**src/timer2_defines.vh**
```
`ifndef TIMER2_DEFINES_VH
`define TIMER2_DEFINES_VH

// ----------------------------------------------------------------
// register indices (byte address = 4 * index)
// ----------------------------------------------------------------
`define IDX_IRQ_STATUS 10'h0c0
`define IDX_IRQ_MASK 10'h0c1
`define IDX_AUX_CTRL 10'h0c2
`define IDX_TIMER_CONTROL 10'h0c8
`define IDX_RELOAD_VALUE_LOW 10'h0ca
`define IDX_RELOAD_VALUE_HIGH 10'h0cb
`define IDX_COUNT_LOW_BYTE 10'h0cc
`define IDX_COUNT_HIGH_BYTE 10'h0cd

// ----------------------------------------------------------------
// timer_control field positions
// ----------------------------------------------------------------
`define TC_INPUT_SEL_LO 0
`define TC_INPUT_SEL_HI 1
`define TC_COMPARE_MODE_SEL 2
`define TC_RELOAD_MODE_LO 3
`define TC_RELOAD_MODE_HI 4
`define TC_PRESCALE_SEL 7

// ----------------------------------------------------------------
// status, mask and aux_ctrl field positions
// ----------------------------------------------------------------
`define ST_OVERFLOW_FLAG 0
`define ST_EXT_RELOAD_FLAG 1
`define AUX_EXT_RELOAD_IRQ_EN 0

// ----------------------------------------------------------------
// encodings of the two-bit fields
// ----------------------------------------------------------------
`define INSEL_STOP 2'h0
`define INSEL_TIMER 2'h1
`define INSEL_COUNTER 2'h2
`define INSEL_GATED 2'h3
`define RELOAD_ON_OVERFLOW 2'h2
`define RELOAD_ON_PIN 2'h3

// ----------------------------------------------------------------
// reset values and timing counts
// ----------------------------------------------------------------
`define RESET_BYTE 8'h00
`define RESET_WORD 16'h0000
`define RESET_FLAGS 2'h0
`define OSC_DIV_FAST 6
`define OSC_DIV_SLOW 12

`endif

```
**src/edge_fall.v**
```verilog
`timescale 1ns/1ps

// falling-edge detector for a pin that is already synchronous to hclk
module edge_fall (
    // clock and reset
    input wire hclk,
    input wire hresetn,
    input wire ce,
    // pin and event
    input wire pin,
    output wire fall
);

    reg prev_q;

    // starts high, so a pin held low through reset gives a falling edge in the first cycle
    always @(posedge hclk or negedge hresetn) begin
        if (!hresetn) begin
            prev_q <= 1'b1;
        end else if (ce) begin
            prev_q <= pin;
        end
    end

    assign fall = prev_q & ~pin;

endmodule // edge_fall

```
**src/osc_prescaler.v**
```verilog
`timescale 1ns/1ps
`include "timer2_defines.vh"

// divides the oscillator (hclk) down to the timer count rate
module osc_prescaler #(
    parameter DIV_FAST = `OSC_DIV_FAST,
    parameter DIV_SLOW = `OSC_DIV_SLOW
) (
    // clock and reset
    input wire hclk,
    input wire hresetn,
    input wire ce,
    // rate select and tick
    input wire slow,
    output wire tick
);

    reg [3:0] cnt_q;
    wire [3:0] last;

    assign last = slow ? DIV_SLOW[3:0] - 4'h1 : DIV_FAST[3:0] - 4'h1;
    assign tick = (cnt_q >= last);

    // free running, so a rate change takes effect within one period
    always @(posedge hclk or negedge hresetn) begin
        if (!hresetn) begin
            cnt_q <= 4'h0;
        end else if (ce) begin
            if (tick) begin
                cnt_q <= 4'h0;
            end else begin
                cnt_q <= cnt_q + 4'h1;
            end
        end
    end

endmodule // osc_prescaler

```
**src/timer2_reload_input_control.v**
```verilog
// Function
// reload off when upper bit 0; 10 reloads on overflow
// mode 11 reloads on trigger pin falling edge
// compare mode bit selects compare mode 0/1
// input select 00 stops the timer
// 01 counts at osc/6 or osc/12
// 10 counts external count pin events
// 11 counts prescaled only while gate permits
// low count byte maps count bits 7:0
// high count byte maps count bits 15:8
// low reload byte holds reload bits 7:0
// high reload byte holds reload bits 15:8
// software keeps prescale clear in counter mode
// overflow sets sticky flag until software clears
// trigger falling edge sets flag when enabled
// reload copies full reload value into count
// reset clears counts, reload and all modes
`timescale 1ns/1ps
`include "timer2_defines.vh"

module timer2_reload_input_control #(
    parameter ADDR_W = 12
) (
    // clock, reset, enable
    input wire hclk,
    input wire hresetn,
    input wire ce,
    // ahb-lite slave
    input wire hsel,
    input wire [ADDR_W-1:0] haddr,
    input wire [1:0] htrans,
    input wire hwrite,
    input wire [2:0] hsize,
    input wire [31:0] hwdata,
    input wire hready,
    output reg hreadyout,
    output reg hresp,
    output reg [31:0] hrdata,
    // pins
    input wire reload_trigger_pin,
    input wire count_gate_pin,
    // to the compare/capture channels
    output reg compare_mode,
    output reg [15:0] count_value,
    output reg [15:0] reload_value,
    // interrupt
    output reg irq
);

    // ----------------------------------------------------------------
    // state
    // ----------------------------------------------------------------
    reg [15:0] count_q;
    reg [15:0] count_d;
    reg [15:0] reload_q;
    reg [15:0] reload_d;
    reg [7:0] timer_control_q;
    reg [7:0] timer_control_d;
    reg [1:0] status_q;
    reg [1:0] status_d;
    reg [1:0] mask_q;
    reg [1:0] mask_d;
    reg aux_q;
    reg aux_d;

    // ahb data-phase bookkeeping
    reg wr_pend_q;
    reg rd_pend_q;
    reg [9:0] idx_q;

    // ----------------------------------------------------------------
    // control fields
    // ----------------------------------------------------------------
    wire [1:0] input_sel;
    wire [1:0] reload_mode;
    wire prescale_sel;
    wire ext_reload_irq_en;

    assign input_sel = {timer_control_q[`TC_INPUT_SEL_HI], timer_control_q[`TC_INPUT_SEL_LO]};
    assign reload_mode = {timer_control_q[`TC_RELOAD_MODE_HI],
                          timer_control_q[`TC_RELOAD_MODE_LO]};
    assign prescale_sel = timer_control_q[`TC_PRESCALE_SEL];
    assign ext_reload_irq_en = aux_q;

    // ----------------------------------------------------------------
    // count sources
    // ----------------------------------------------------------------
    wire presc_tick;
    wire trig_fall;
    wire count_fall;

    // prescale_sel is ignored by the event counter, which counts the same whether it is set or clear
    osc_prescaler u_presc (
        .hclk(hclk),
        .hresetn(hresetn),
        .ce(ce),
        .slow(prescale_sel),
        .tick(presc_tick)
    );

    edge_fall u_trig_edge (
        .hclk(hclk),
        .hresetn(hresetn),
        .ce(ce),
        .pin(reload_trigger_pin),
        .fall(trig_fall)
    );

    edge_fall u_count_edge (
        .hclk(hclk),
        .hresetn(hresetn),
        .ce(ce),
        .pin(count_gate_pin),
        .fall(count_fall)
    );

    reg inc;

    always @* begin
        case (input_sel)
            `INSEL_STOP: inc = 1'b0;
            `INSEL_TIMER: inc = presc_tick;
            `INSEL_COUNTER: inc = count_fall;
            `INSEL_GATED: inc = presc_tick & count_gate_pin;
            default: inc = 1'b0;
        endcase
    end

    // ----------------------------------------------------------------
    // events
    // ----------------------------------------------------------------
    wire overflow;
    wire pin_reload;
    wire ovf_reload;

    assign overflow = inc & (count_q == 16'hffff);
    assign ovf_reload = overflow & (reload_mode == `RELOAD_ON_OVERFLOW);
    assign pin_reload = trig_fall & (reload_mode == `RELOAD_ON_PIN);

    // ----------------------------------------------------------------
    // bus decode
    // ----------------------------------------------------------------
    wire take;
    wire [9:0] idx_a;
    wire wr_cur;

    assign take = hsel & hready & htrans[1];
    assign idx_a = haddr[ADDR_W-1:2];
    assign wr_cur = wr_pend_q & hready;

    wire wr_tc;
    wire wr_rl;
    wire wr_rh;
    wire wr_cl;
    wire wr_ch;
    wire wr_st;
    wire wr_mk;
    wire wr_ax;

    assign wr_tc = wr_cur & (idx_q == `IDX_TIMER_CONTROL);
    assign wr_rl = wr_cur & (idx_q == `IDX_RELOAD_VALUE_LOW);
    assign wr_rh = wr_cur & (idx_q == `IDX_RELOAD_VALUE_HIGH);
    assign wr_cl = wr_cur & (idx_q == `IDX_COUNT_LOW_BYTE);
    assign wr_ch = wr_cur & (idx_q == `IDX_COUNT_HIGH_BYTE);
    assign wr_st = wr_cur & (idx_q == `IDX_IRQ_STATUS);
    assign wr_mk = wr_cur & (idx_q == `IDX_IRQ_MASK);
    assign wr_ax = wr_cur & (idx_q == `IDX_AUX_CTRL);

    // ----------------------------------------------------------------
    // next state
    // ----------------------------------------------------------------
    always @* begin
        count_d = count_q;
        if (pin_reload | ovf_reload) begin
            count_d = reload_q;
        end else if (inc) begin
            count_d = count_q + 16'h0001;
        end
        // a software byte write wins over a same-cycle count
        if (wr_cl) begin
            count_d[7:0] = hwdata[7:0];
        end
        if (wr_ch) begin
            count_d[15:8] = hwdata[7:0];
        end
    end

    always @* begin
        reload_d = reload_q;
        if (wr_rl) begin
            reload_d[7:0] = hwdata[7:0];
        end
        if (wr_rh) begin
            reload_d[15:8] = hwdata[7:0];
        end
    end

    always @* begin
        timer_control_d = timer_control_q;
        if (wr_tc) begin
            // bits 6 and 5 belong to other units and stay zero here
            timer_control_d = hwdata[7:0] & 8'h9f;
        end
    end

    always @* begin
        mask_d = mask_q;
        aux_d = aux_q;
        if (wr_mk) begin
            mask_d = hwdata[1:0];
        end
        if (wr_ax) begin
            aux_d = hwdata[`AUX_EXT_RELOAD_IRQ_EN];
        end
    end

    // write-one-to-clear, then set; a same-cycle event survives the clear
    always @* begin
        status_d = status_q;
        if (wr_st) begin
            status_d = status_q & ~hwdata[1:0];
        end
        if (overflow) begin
            status_d[`ST_OVERFLOW_FLAG] = 1'b1;
        end
        if (trig_fall & ext_reload_irq_en) begin
            status_d[`ST_EXT_RELOAD_FLAG] = 1'b1;
        end
    end

    // ----------------------------------------------------------------
    // read mux
    // ----------------------------------------------------------------
    reg [7:0] rd_byte;

    always @* begin
        case (idx_q)
            `IDX_TIMER_CONTROL: rd_byte = timer_control_q;
            `IDX_RELOAD_VALUE_LOW: rd_byte = reload_q[7:0];
            `IDX_RELOAD_VALUE_HIGH: rd_byte = reload_q[15:8];
            `IDX_COUNT_LOW_BYTE: rd_byte = count_q[7:0];
            `IDX_COUNT_HIGH_BYTE: rd_byte = count_q[15:8];
            `IDX_IRQ_STATUS: rd_byte = {6'h00, status_q};
            `IDX_IRQ_MASK: rd_byte = {6'h00, mask_q};
            `IDX_AUX_CTRL: rd_byte = {7'h00, aux_q};
            default: rd_byte = 8'h00;
        endcase
    end

    // ----------------------------------------------------------------
    // registers
    // ----------------------------------------------------------------
    always @(posedge hclk or negedge hresetn) begin
        if (!hresetn) begin
            count_q <= `RESET_WORD;
            reload_q <= `RESET_WORD;
            timer_control_q <= `RESET_BYTE;
            status_q <= `RESET_FLAGS;
            mask_q <= `RESET_FLAGS;
            aux_q <= 1'b0;
        end else if (ce) begin
            count_q <= count_d;
            reload_q <= reload_d;
            timer_control_q <= timer_control_d;
            status_q <= status_d;
            mask_q <= mask_d;
            aux_q <= aux_d;
        end
    end

    // reads take one wait state so the data comes straight from a flop
    // and already reflects a write that finished in the cycle before
    always @(posedge hclk or negedge hresetn) begin
        if (!hresetn) begin
            wr_pend_q <= 1'b0;
            rd_pend_q <= 1'b0;
            idx_q <= 10'h000;
            hreadyout <= 1'b1;
            hresp <= 1'b0;
            hrdata <= 32'h00000000;
        end else if (ce) begin
            hresp <= 1'b0;
            if (rd_pend_q) begin
                hrdata <= {24'h000000, rd_byte};
                hreadyout <= 1'b1;
                rd_pend_q <= 1'b0;
            end else if (hready) begin
                wr_pend_q <= take & hwrite;
                rd_pend_q <= take & ~hwrite;
                hreadyout <= ~(take & ~hwrite);
                if (take) begin
                    idx_q <= idx_a;
                end
            end
        end
    end

    // ----------------------------------------------------------------
    // outputs to the channels and interrupt
    // ----------------------------------------------------------------
    always @(posedge hclk or negedge hresetn) begin
        if (!hresetn) begin
            compare_mode <= 1'b0;
            count_value <= `RESET_WORD;
            reload_value <= `RESET_WORD;
            irq <= 1'b0;
        end else if (ce) begin
            compare_mode <= timer_control_d[`TC_COMPARE_MODE_SEL];
            count_value <= count_d;
            reload_value <= reload_d;
            irq <= |(status_d & mask_d);
        end
    end

endmodule // timer2_reload_input_control

```
**config.mk**
```make
export PLATFORM = sky130hd
export DESIGN_NAME = timer2_reload_input_control
export DESIGN_NICKNAME = d
export VERILOG_FILES = /design/src/edge_fall.v /design/src/osc_prescaler.v /design/src/timer2_reload_input_control.v
export VERILOG_INCLUDE_DIRS = /design/src
export SDC_FILE = /design/constraint.sdc
export NUM_CORES = 1
export LEC_CHECK = 0
export ABC_CLOCK_PERIOD_IN_PS = 6770
export BUFFER_PORTS_ARGS = -buffer_cell sky130_fd_sc_hd__buf_2
export CORE_ASPECT_RATIO = 0.9
export CORE_MARGIN = 2
export CORE_UTILIZATION = 58
export CTS_BUF_LIST = sky130_fd_sc_hd__clkbuf_2 sky130_fd_sc_hd__clkbuf_4 sky130_fd_sc_hd__clkbuf_8
export CTS_CLUSTER_DIAMETER = 120
export DETAILED_ROUTE_END_ITERATION = 16
export PLACE_DENSITY = 0.92
export SKIP_CTS_REPAIR_TIMING = 1
export SLEW_MARGIN = 30
export SYNTH_ARGS = -nofsm -noshare
export SYNTH_HDL_FRONTEND = slang
export SYNTH_HIERARCHICAL = 1
export SYNTH_SLANG_ARGS = --single-unit
```
**constraint.sdc**
```tcl
create_clock -name hclk -period 6.77 [get_ports hclk]
set_input_delay 1.354 -clock hclk [delete_from_list [all_inputs] [get_ports hclk]]
set_output_delay 1.354 -clock hclk [all_outputs]
set_load 0.05 [all_outputs]
```
==> results.md, run 1 <==
- Top-level I/O count: between 100 and 150
- Leakage power summed over all cells: about 0.0023 uW
- Register-to-register path setup slack: between 4000 and 5000 ps
- Relative area change from synthesis to final layout: 11.6%
- TritonCTS buffer count: 9
- Worst r2r dst: count_value[6]$_DFFE_PN0P_
- Synth top area share: 0.408
- I/O Buffers: between 60 and 70
- Core region area: between 7000 and 8000 sq um
- Number of filler instances in the final layout: between 500 and 600
- Effective utilization at floorplan: 0.596
- Final design area excluding fillers: between 4000 and 5000 sq um
- Most frequent cells after synthesis: dfrtp_1, buf_4, mux2_1, mux2i_1, nor2_1
- Max-slew violation count: 0
- Register bit count reported by yosys: a little over 70
- Origin of the critical flop-to-flop path: idx_q[0]$_DFFE_PN0P_
- Die outline area: about 7900 sq um
- Clock tree buffer depth: 2
- Highest ir drop seen on vdd: 0.232 mV
- TNS Setup: 0 ps
- Crit path time final: between 2000 and 3000 ps
- Flip-flop and latch area: ~1800 sq um
- Outcome: completed
- First-iteration detailed-routing DRC count: between 400 and 500
- Worst slew pin tran: slightly above 1000 ps
- Drt pass-1 iters: 7
- Antenna Nets Post-Route: 0
- Ratio of total power to cell area: between 200 and 250 nW/um^2
- Post-DR wirelength/cell: ~19 um
- Number of DRC violations after detailed routing: 0
- Biggest fanout along the worst timing path: 33
- Worst Path Class, Setup: in2reg
- Clk pwr share: 0.280
- Gate Count Post-Synth: a little under 400
- Remaining max-slew budget at the tightest pin: 0.317
- GR Overflow Total: 0
- Clock tree root buffer cell: clkbuf_8
- Clock tree from TritonCTS: built
- Number of warnings issued by yosys: 6
- Critical path capture point type: flip-flop
- Dominant synthesized flop cell: dfrtp_1
- Final period util: 0.430
- Most frequent cell after synthesis: dfrtp_1
- RSZ-0062 raised after global routing: no
- Chip height: roughly 84 um
- Hold Crit Endpoint: irq$_DFFE_PN0P_
- Max Fclk: 344 MHz
- Routed WL: 10600 um
- Row count: 29
- Element type at the critical path start: input pin
- Number of antenna violations at the first check in global routing: 0
- Worst setup skew after layout: approximately 9.6 ps
- Internal portion of total power: 716 uW
- Number of distinct library cell variants in the gate-level netlist after synthesis: 66
- Path category of the worst min-delay check: reg2reg
- Final hold viol count: 0
- Fraction of the yosys area taken by sequential cells: 0.427
- Avg Cell Area, Syn: between 10 and 15 sq um
- Vias in the first global route: roughly 3300
- Clock transition at the registers of the reported paths: roughly 60 ps
- Tot GR Track Use: 0.279
- Share of post-route cells with drive strength above 1: 0.252
- Clock latency at the later pin of the worst-skew pair: roughly 360 ps
- Multi-input gate area in the final layout: 2200 sq um
- Power dissipated by switching net loads: about 390 uW
- Number of nets in the layout: between 500 and 600
- Switch share: 0.352
- CTS sink count: about 70
- Worst Min Path Start: irq$_DFFE_PN0P_
- Global-route wire length before repair: about 17000 um
- Via total after detailed routing: about 3500
- Max_cap viols: 0
- Post-detailed-route via-to-cell ratio: between 6 and 7
- Instance area at placement: ~4500 sq um
- Number of enable-type register cells in the synthesized netlist: 0
- Final weighted congestion in routability-driven placement: 0.935
- FFs w/ async S/R, synth: 1.00
- Synth Cell Area: approximately 4200 sq um
- Diode insertion count for antenna repair: 0
- Horizontal extent of the die: slightly above 90 um
- CTS HTree Levels: 3
- Critical Path RT: about 7000 ps
- Cell depth of the worst flop-to-flop path: 5
- Yosys top cell by area: dfrtp_1
- Worst Path Arrival: between 3000 and 4000 ps
- Largest net degree at the start of global routing: between 70 and 80
- Combinational fraction of design power: 0.244
- Post-DP HPWL: 7450 um
- Fraction of power consumed by sequential logic: 0.476
- Final-report setup violation count: 0
- Worst hold path cell count: 1
- Min Hold Slack: roughly 480 ps
- Dominant cells by area after synthesis: dfrtp_1, mux2_1, mux2i_1
-- stage by stage --
step | setup slack, ps | power, uW | util | instances
after floorplan | 4250 | 741 | - | 419
after global placement | 3620 | 785 | 0.639 | 541
after detailed placement | 3510 | 800 | 0.640 | 541
after CTS | 3880 | 1110 | 0.665 | 557
after global routing | 3730 | 1150 | 0.665 | 557
final | 3860 | 1110 | 0.665 | 557
-- metal layers --
layer	vias to the layer above	track usage	wire [um]
li1	1553	-	-
met1	1705	0.372	4170
met2	227	0.442	5170
met3	34	0.0763	1090
met4	0	0.0976	212
met5	-	0	0
-- power by group through the flow --
| stage | clock, uW | sequential, uW | combinational [uW] |
|---|---|---|---|
| finish | 310 | 526 | 270 |
| global route | 327 | 533 | 291 |
| CTS | 313 | 525 | 269 |
| detailed placement | 0 | 532 | 268 |
| global placement | 0 | 528 | 257 |
| floorplan | 0 | 561 | 181 |
-- worst max-delay path by stage --
stage | startpoint | to | slack, ps | depth (start not counted)
floorplan | reload_trigger_pin | count_value[8]$_DFFE_PN0P_ | 4250 | 6
global placement | ce | idx_q[1]$_DFFE_PN0P_ | 3620 | 4
detailed placement | ce | idx_q[3]$_DFFE_PN0P_ | 3510 | 4
CTS | ce | idx_q[3]$_DFFE_PN0P_ | 3880 | 4
global route | ce | idx_q[7]$_DFFE_PN0P_ | 3730 | 4
finish | ce | idx_q[3]$_DFFE_PN0P_ | 3860 | 4
-- state kept, by name, summed over array words and instances, names as in the netlist, 2 cells and up --
| name | cells |
|---|---|
| hrdata | 8 |
| timer_control_q | 6 |
| u_presc/cnt_q | 4 |
| count_value | 16 |
| mask_q | 2 |
| status_q | 2 |
| reload_value | 16 |
| idx_q | 10 |
-- cell families after synthesis --
family,Yosys count,synth area share
flops,71,0.427
mux,60,0.156
other cells,1,0.000898
compound gates,91,0.156
simple gates,105,0.149
buf+inv,50,0.0707
fa+ha+maj,5,0.0150
xor+xnor,12,0.0252
-- worst max-delay path, cell delays in order --
cell and delay, ps:
buf_2 460, nand3_1 210, nor2_1 690, mux2_2 420
-- layout make-up --
| cell class | count | area share |
|---|---|---|
| flip-flops and latches | 71 | 0.382 |
| multi-input cells | 298 | 0.472 |
| repair buffers | 70 | 0.0757 |
| inverters | 9 | 0.00725 |
| clock buffers | 12 | 0.0341 |
| well taps | 93 | 0.0250 |
| clock inverters | 4 | 0.00430 |
-- layout by cell type, fill, tap and decap left out, types with 5 or more instances in the layout --
cell type,Yosys,routed
buf_2,5,69
a22o_1,5,5
nor3_1,11,11
nor2_1,21,21
nand2_1,20,20
dfrtp_1,68,68
mux2_1,24,24
and3_1,6,6
ha_1,5,5
inv_1,9,9
xor2_1,8,8
a22oi_1,18,18
mux2i_1,24,24
a21oi_1,9,9
o21ai_1,18,18
nand3_1,11,11
o21a_1,5,5
clkbuf_8,0,11
conb_1,1,25
o22ai_1,6,6
mux2_2,10,10
Power figures use the tool's default switching activity.
==> run 2, diff against run 1 <==
ABC_CLOCK_PERIOD_IN_PS = 2380   (was 6770)
CORE_UTILIZATION = 49   (was 58)
PLACE_DENSITY = 0.84   (was 0.92)
clock period = 2.38 ns   (was 6.77 ns; I/O delays follow)
==> run 2 against run 1 <==
- sequential share of layout area fell by 2.2 points
- total power increased to 3.2 times the previous value
- first-iteration DRC count shrank 57%
- largest cell class unchanged
- worst setup slack lost 3700 ps
- critical path type is now reg2reg
- worst hold slack got worse by 430 ps
- global-route usage down 3.5 points
- final cell count increased by 5.4%
- largest power group unchanged
- critical path depth grew 6
- core utilization fell by 5.8 points
==> results.md, run 2 (same netlist as run 1, synthesis figures left out) <==
- Die outline area: 9270 sq um (was 7890 sq um)
- Critical path's most frequent cell: nand2_1
- Effective utilization at floorplan: 0.512 (was 0.596)
- Start point of the critical path: timer_control_q[7]$_DFFE_PN0P_ (was ce)
- Largest net degree at the start of global routing: 38 (was 72)
- TNS Setup: 0 ps (unchanged)
- Post-DP HPWL: 8120 um (was 7450 um)
- I/O Buffers: 69 (unchanged)
- Outcome: completed (unchanged)
- Final design area excluding fillers: 4940 sq um (was 4660 sq um)
- Critical Path RT: 2650 ps (was 7010 ps)
- Clock tree root buffer cell: clkbuf_8 (unchanged)
- Crit-path slowest cell: dfrtp_1 (was nor2_1)
- Commonest non-fill, non-tap cells in the layout: buf_2, dfrtp_1, conb_1 (unchanged)
- Via total after detailed routing: 3469 (was 3519)
- Number of logic stages on the critical path including buffering: 10 (was 4)
- Number of filler instances in the final layout: 694 (was 534)
- Max-slew violation count: 0 (unchanged)
- Relative area change from synthesis to final layout: 18.4% (was 11.6%)
- First-iteration detailed-routing DRC count: 213 (was 499)
- Core region area: 8150 sq um (was 7000 sq um)
- Final hold viol count: 0 (unchanged)
- Post-detailed-route via-to-cell ratio: 5.91 (was 6.32)
- Clock tree from TritonCTS: built (unchanged)
- Final weighted congestion in routability-driven placement: 0.949 (was 0.935)
- Vias in the first global route: 3434 (was 3321)
- Ratio of total power to cell area: 710 nW/um^2 (was 237 nW/um^2)
- Row count: 31 (was 29)
- Number of buffers and inverters on the critical path: 2 (was 1)
- Origin of the critical flop-to-flop path: timer_control_q[7]$_DFFE_PN0P_ (was idx_q[0]$_DFFE_PN0P_)
- TritonCTS buffer count: 9 (unchanged)
- Post-DR wirelength/cell: 18.6 um (was 19.1 um)
- Biggest fanout along the worst timing path: 8 (was 33)
- Max Fclk: between 400 and 500 MHz
- Worst setup skew after layout: 7.46 ps (was 9.58 ps)
- Chip height: 91.6 um (was 84.5 um)
- Path category of the worst min-delay check: in2async (was reg2reg)
- Number of nets in the layout: 545 (was 521)
- Routed WL: 10900 um (was 10600 um)
- Number of DRC violations after detailed routing: 0 (unchanged)
- Share of post-route cells with drive strength above 1: 0.291 (was 0.252)
- Cells along the critical path: buf_4 > ha_1 > nand2_1 > o21ai_4 > nand2_1 > o211ai_1 > buf_4 > nand2_1 > or2_1 > o21ai_1 (was buf_2 > nand3_1 > nor2_1 > mux2_2)
- Diode insertion count for antenna repair: 0 (unchanged)
- Critical Path Max Stage Delay: 400 ps (was 690 ps)
- Worst Path Arrival: 2510 ps (was 3140 ps)
- Highest ir drop seen on vdd: 0.706 mV (was 0.232 mV)
- Multi-input gate area in the final layout: 2190 sq um (was 2200 sq um)
- Clock latency at the later pin of the worst-skew pair: 350 ps (was 360 ps)
- RSZ-0062 raised after global routing: no (unchanged)
- Remaining max-slew budget at the tightest pin: 0.595 (was 0.317)
- Tot GR Track Use: 0.245 (was 0.279)
- Leakage power summed over all cells: 0.00243 uW (was 0.00227 uW)
- Global-route wire length before repair: 17600 um (was 16900 um)
- Cell depth of the worst flop-to-flop path: 10 (was 5)
- Crit path time final: 2230 ps
- Element type at the critical path start: flip-flop (was input pin)
- CTS HTree Levels: 3 (unchanged)
- Clock transition at the registers of the reported paths: 80 ps (was 60 ps)
- Top-level I/O count: 125 (unchanged)
- Final period util: 0.938
- Drt pass-1 iters: 4 (was 7)
- Final total power: 3510 uW (was 1110 uW)
- Worst Path Class, Setup: reg2reg (was in2reg)
- Cell family with the largest share of critical-path delay: simple AND/OR/NAND/NOR gates (unchanged)
- Most common cell after layout, fill and taps aside: buf_2 (unchanged)
- Critical path capture point type: flip-flop (unchanged)
- Registers with the most flip-flops: count_value: 16 flops, reload_value: 16 flops, idx_q: 10 flops (unchanged)
- Flip-flop and latch area: 1780 sq um (unchanged)
- Instance area at placement: 4680 sq um (was 4480 sq um)
- Final-report setup violation count: 0 (unchanged)
- Horizontal extent of the die: 101 um (was 93.4 um)
- Clock tree buffer depth: 2 (unchanged)
- CTS sink count: 71 (unchanged)
- GR Overflow Total: 0 (unchanged)
- Worst slew pin tran: 605 ps (was 1020 ps)
- Number of antenna violations at the first check in global routing: 0 (unchanged)
- Antenna Nets Post-Route: 0 (unchanged)
- Max_cap viols: 0 (unchanged)
- Core Util, Final: 0.607 (was 0.665)
## run 2: final cells by class
class / instances / share of cell area
clock buffer: 11 / 0.0306
sequential: 71 / 0.360
tap: 99 / 0.0251
inverter: 9 / 0.00683
clock inverter: 5 / 0.0210
multi-input combinational: 298 / 0.443
timing repair buffer: 94 / 0.113
## run 2: metrics by stage
step | std cells | setup slack [ps] | hold WS (ps)
finish | 587 | 147 | 49.8
global route | 587 | 2.30 | 59.7
CTS | 586 | 155 | 45.2
detailed placement | 570 | 167 | 433
global placement | 570 | 229 | 427
floorplan | 419 | 146 | 180
## run 2: per-layer routing
layer  track usage  wire, um
met1         0.336      4680
met2         0.394      5300
met5             0         0
met4        0.0552       110
met3        0.0554       858
## run 2: report_power, final
part	total, uW	switching, uW	internal (uW)	leakage, uW
Combinational	826	538	288	0.00137
Clock	1220	466	754	0.000130
Sequential	1470	131	1340	0.000929
Total	3510	1140	2380	0.00243
## run 2: final timing paths
path	endpoint	slack [ps]
min reg2reg	irq$_DFFE_PN0P_	480
max reg2reg	count_value[0]$_DFFE_PN0P_	150
min in group hclk	rd_pend_q$_DFFE_PN0P_	350
max in group asynchronous	u_count_edge/prev_q$_DFFE_PN1P_	1670
max	count_value[0]$_DFFE_PN0P_	150
min	hrdata[5]$_DFFE_PN0P_	50
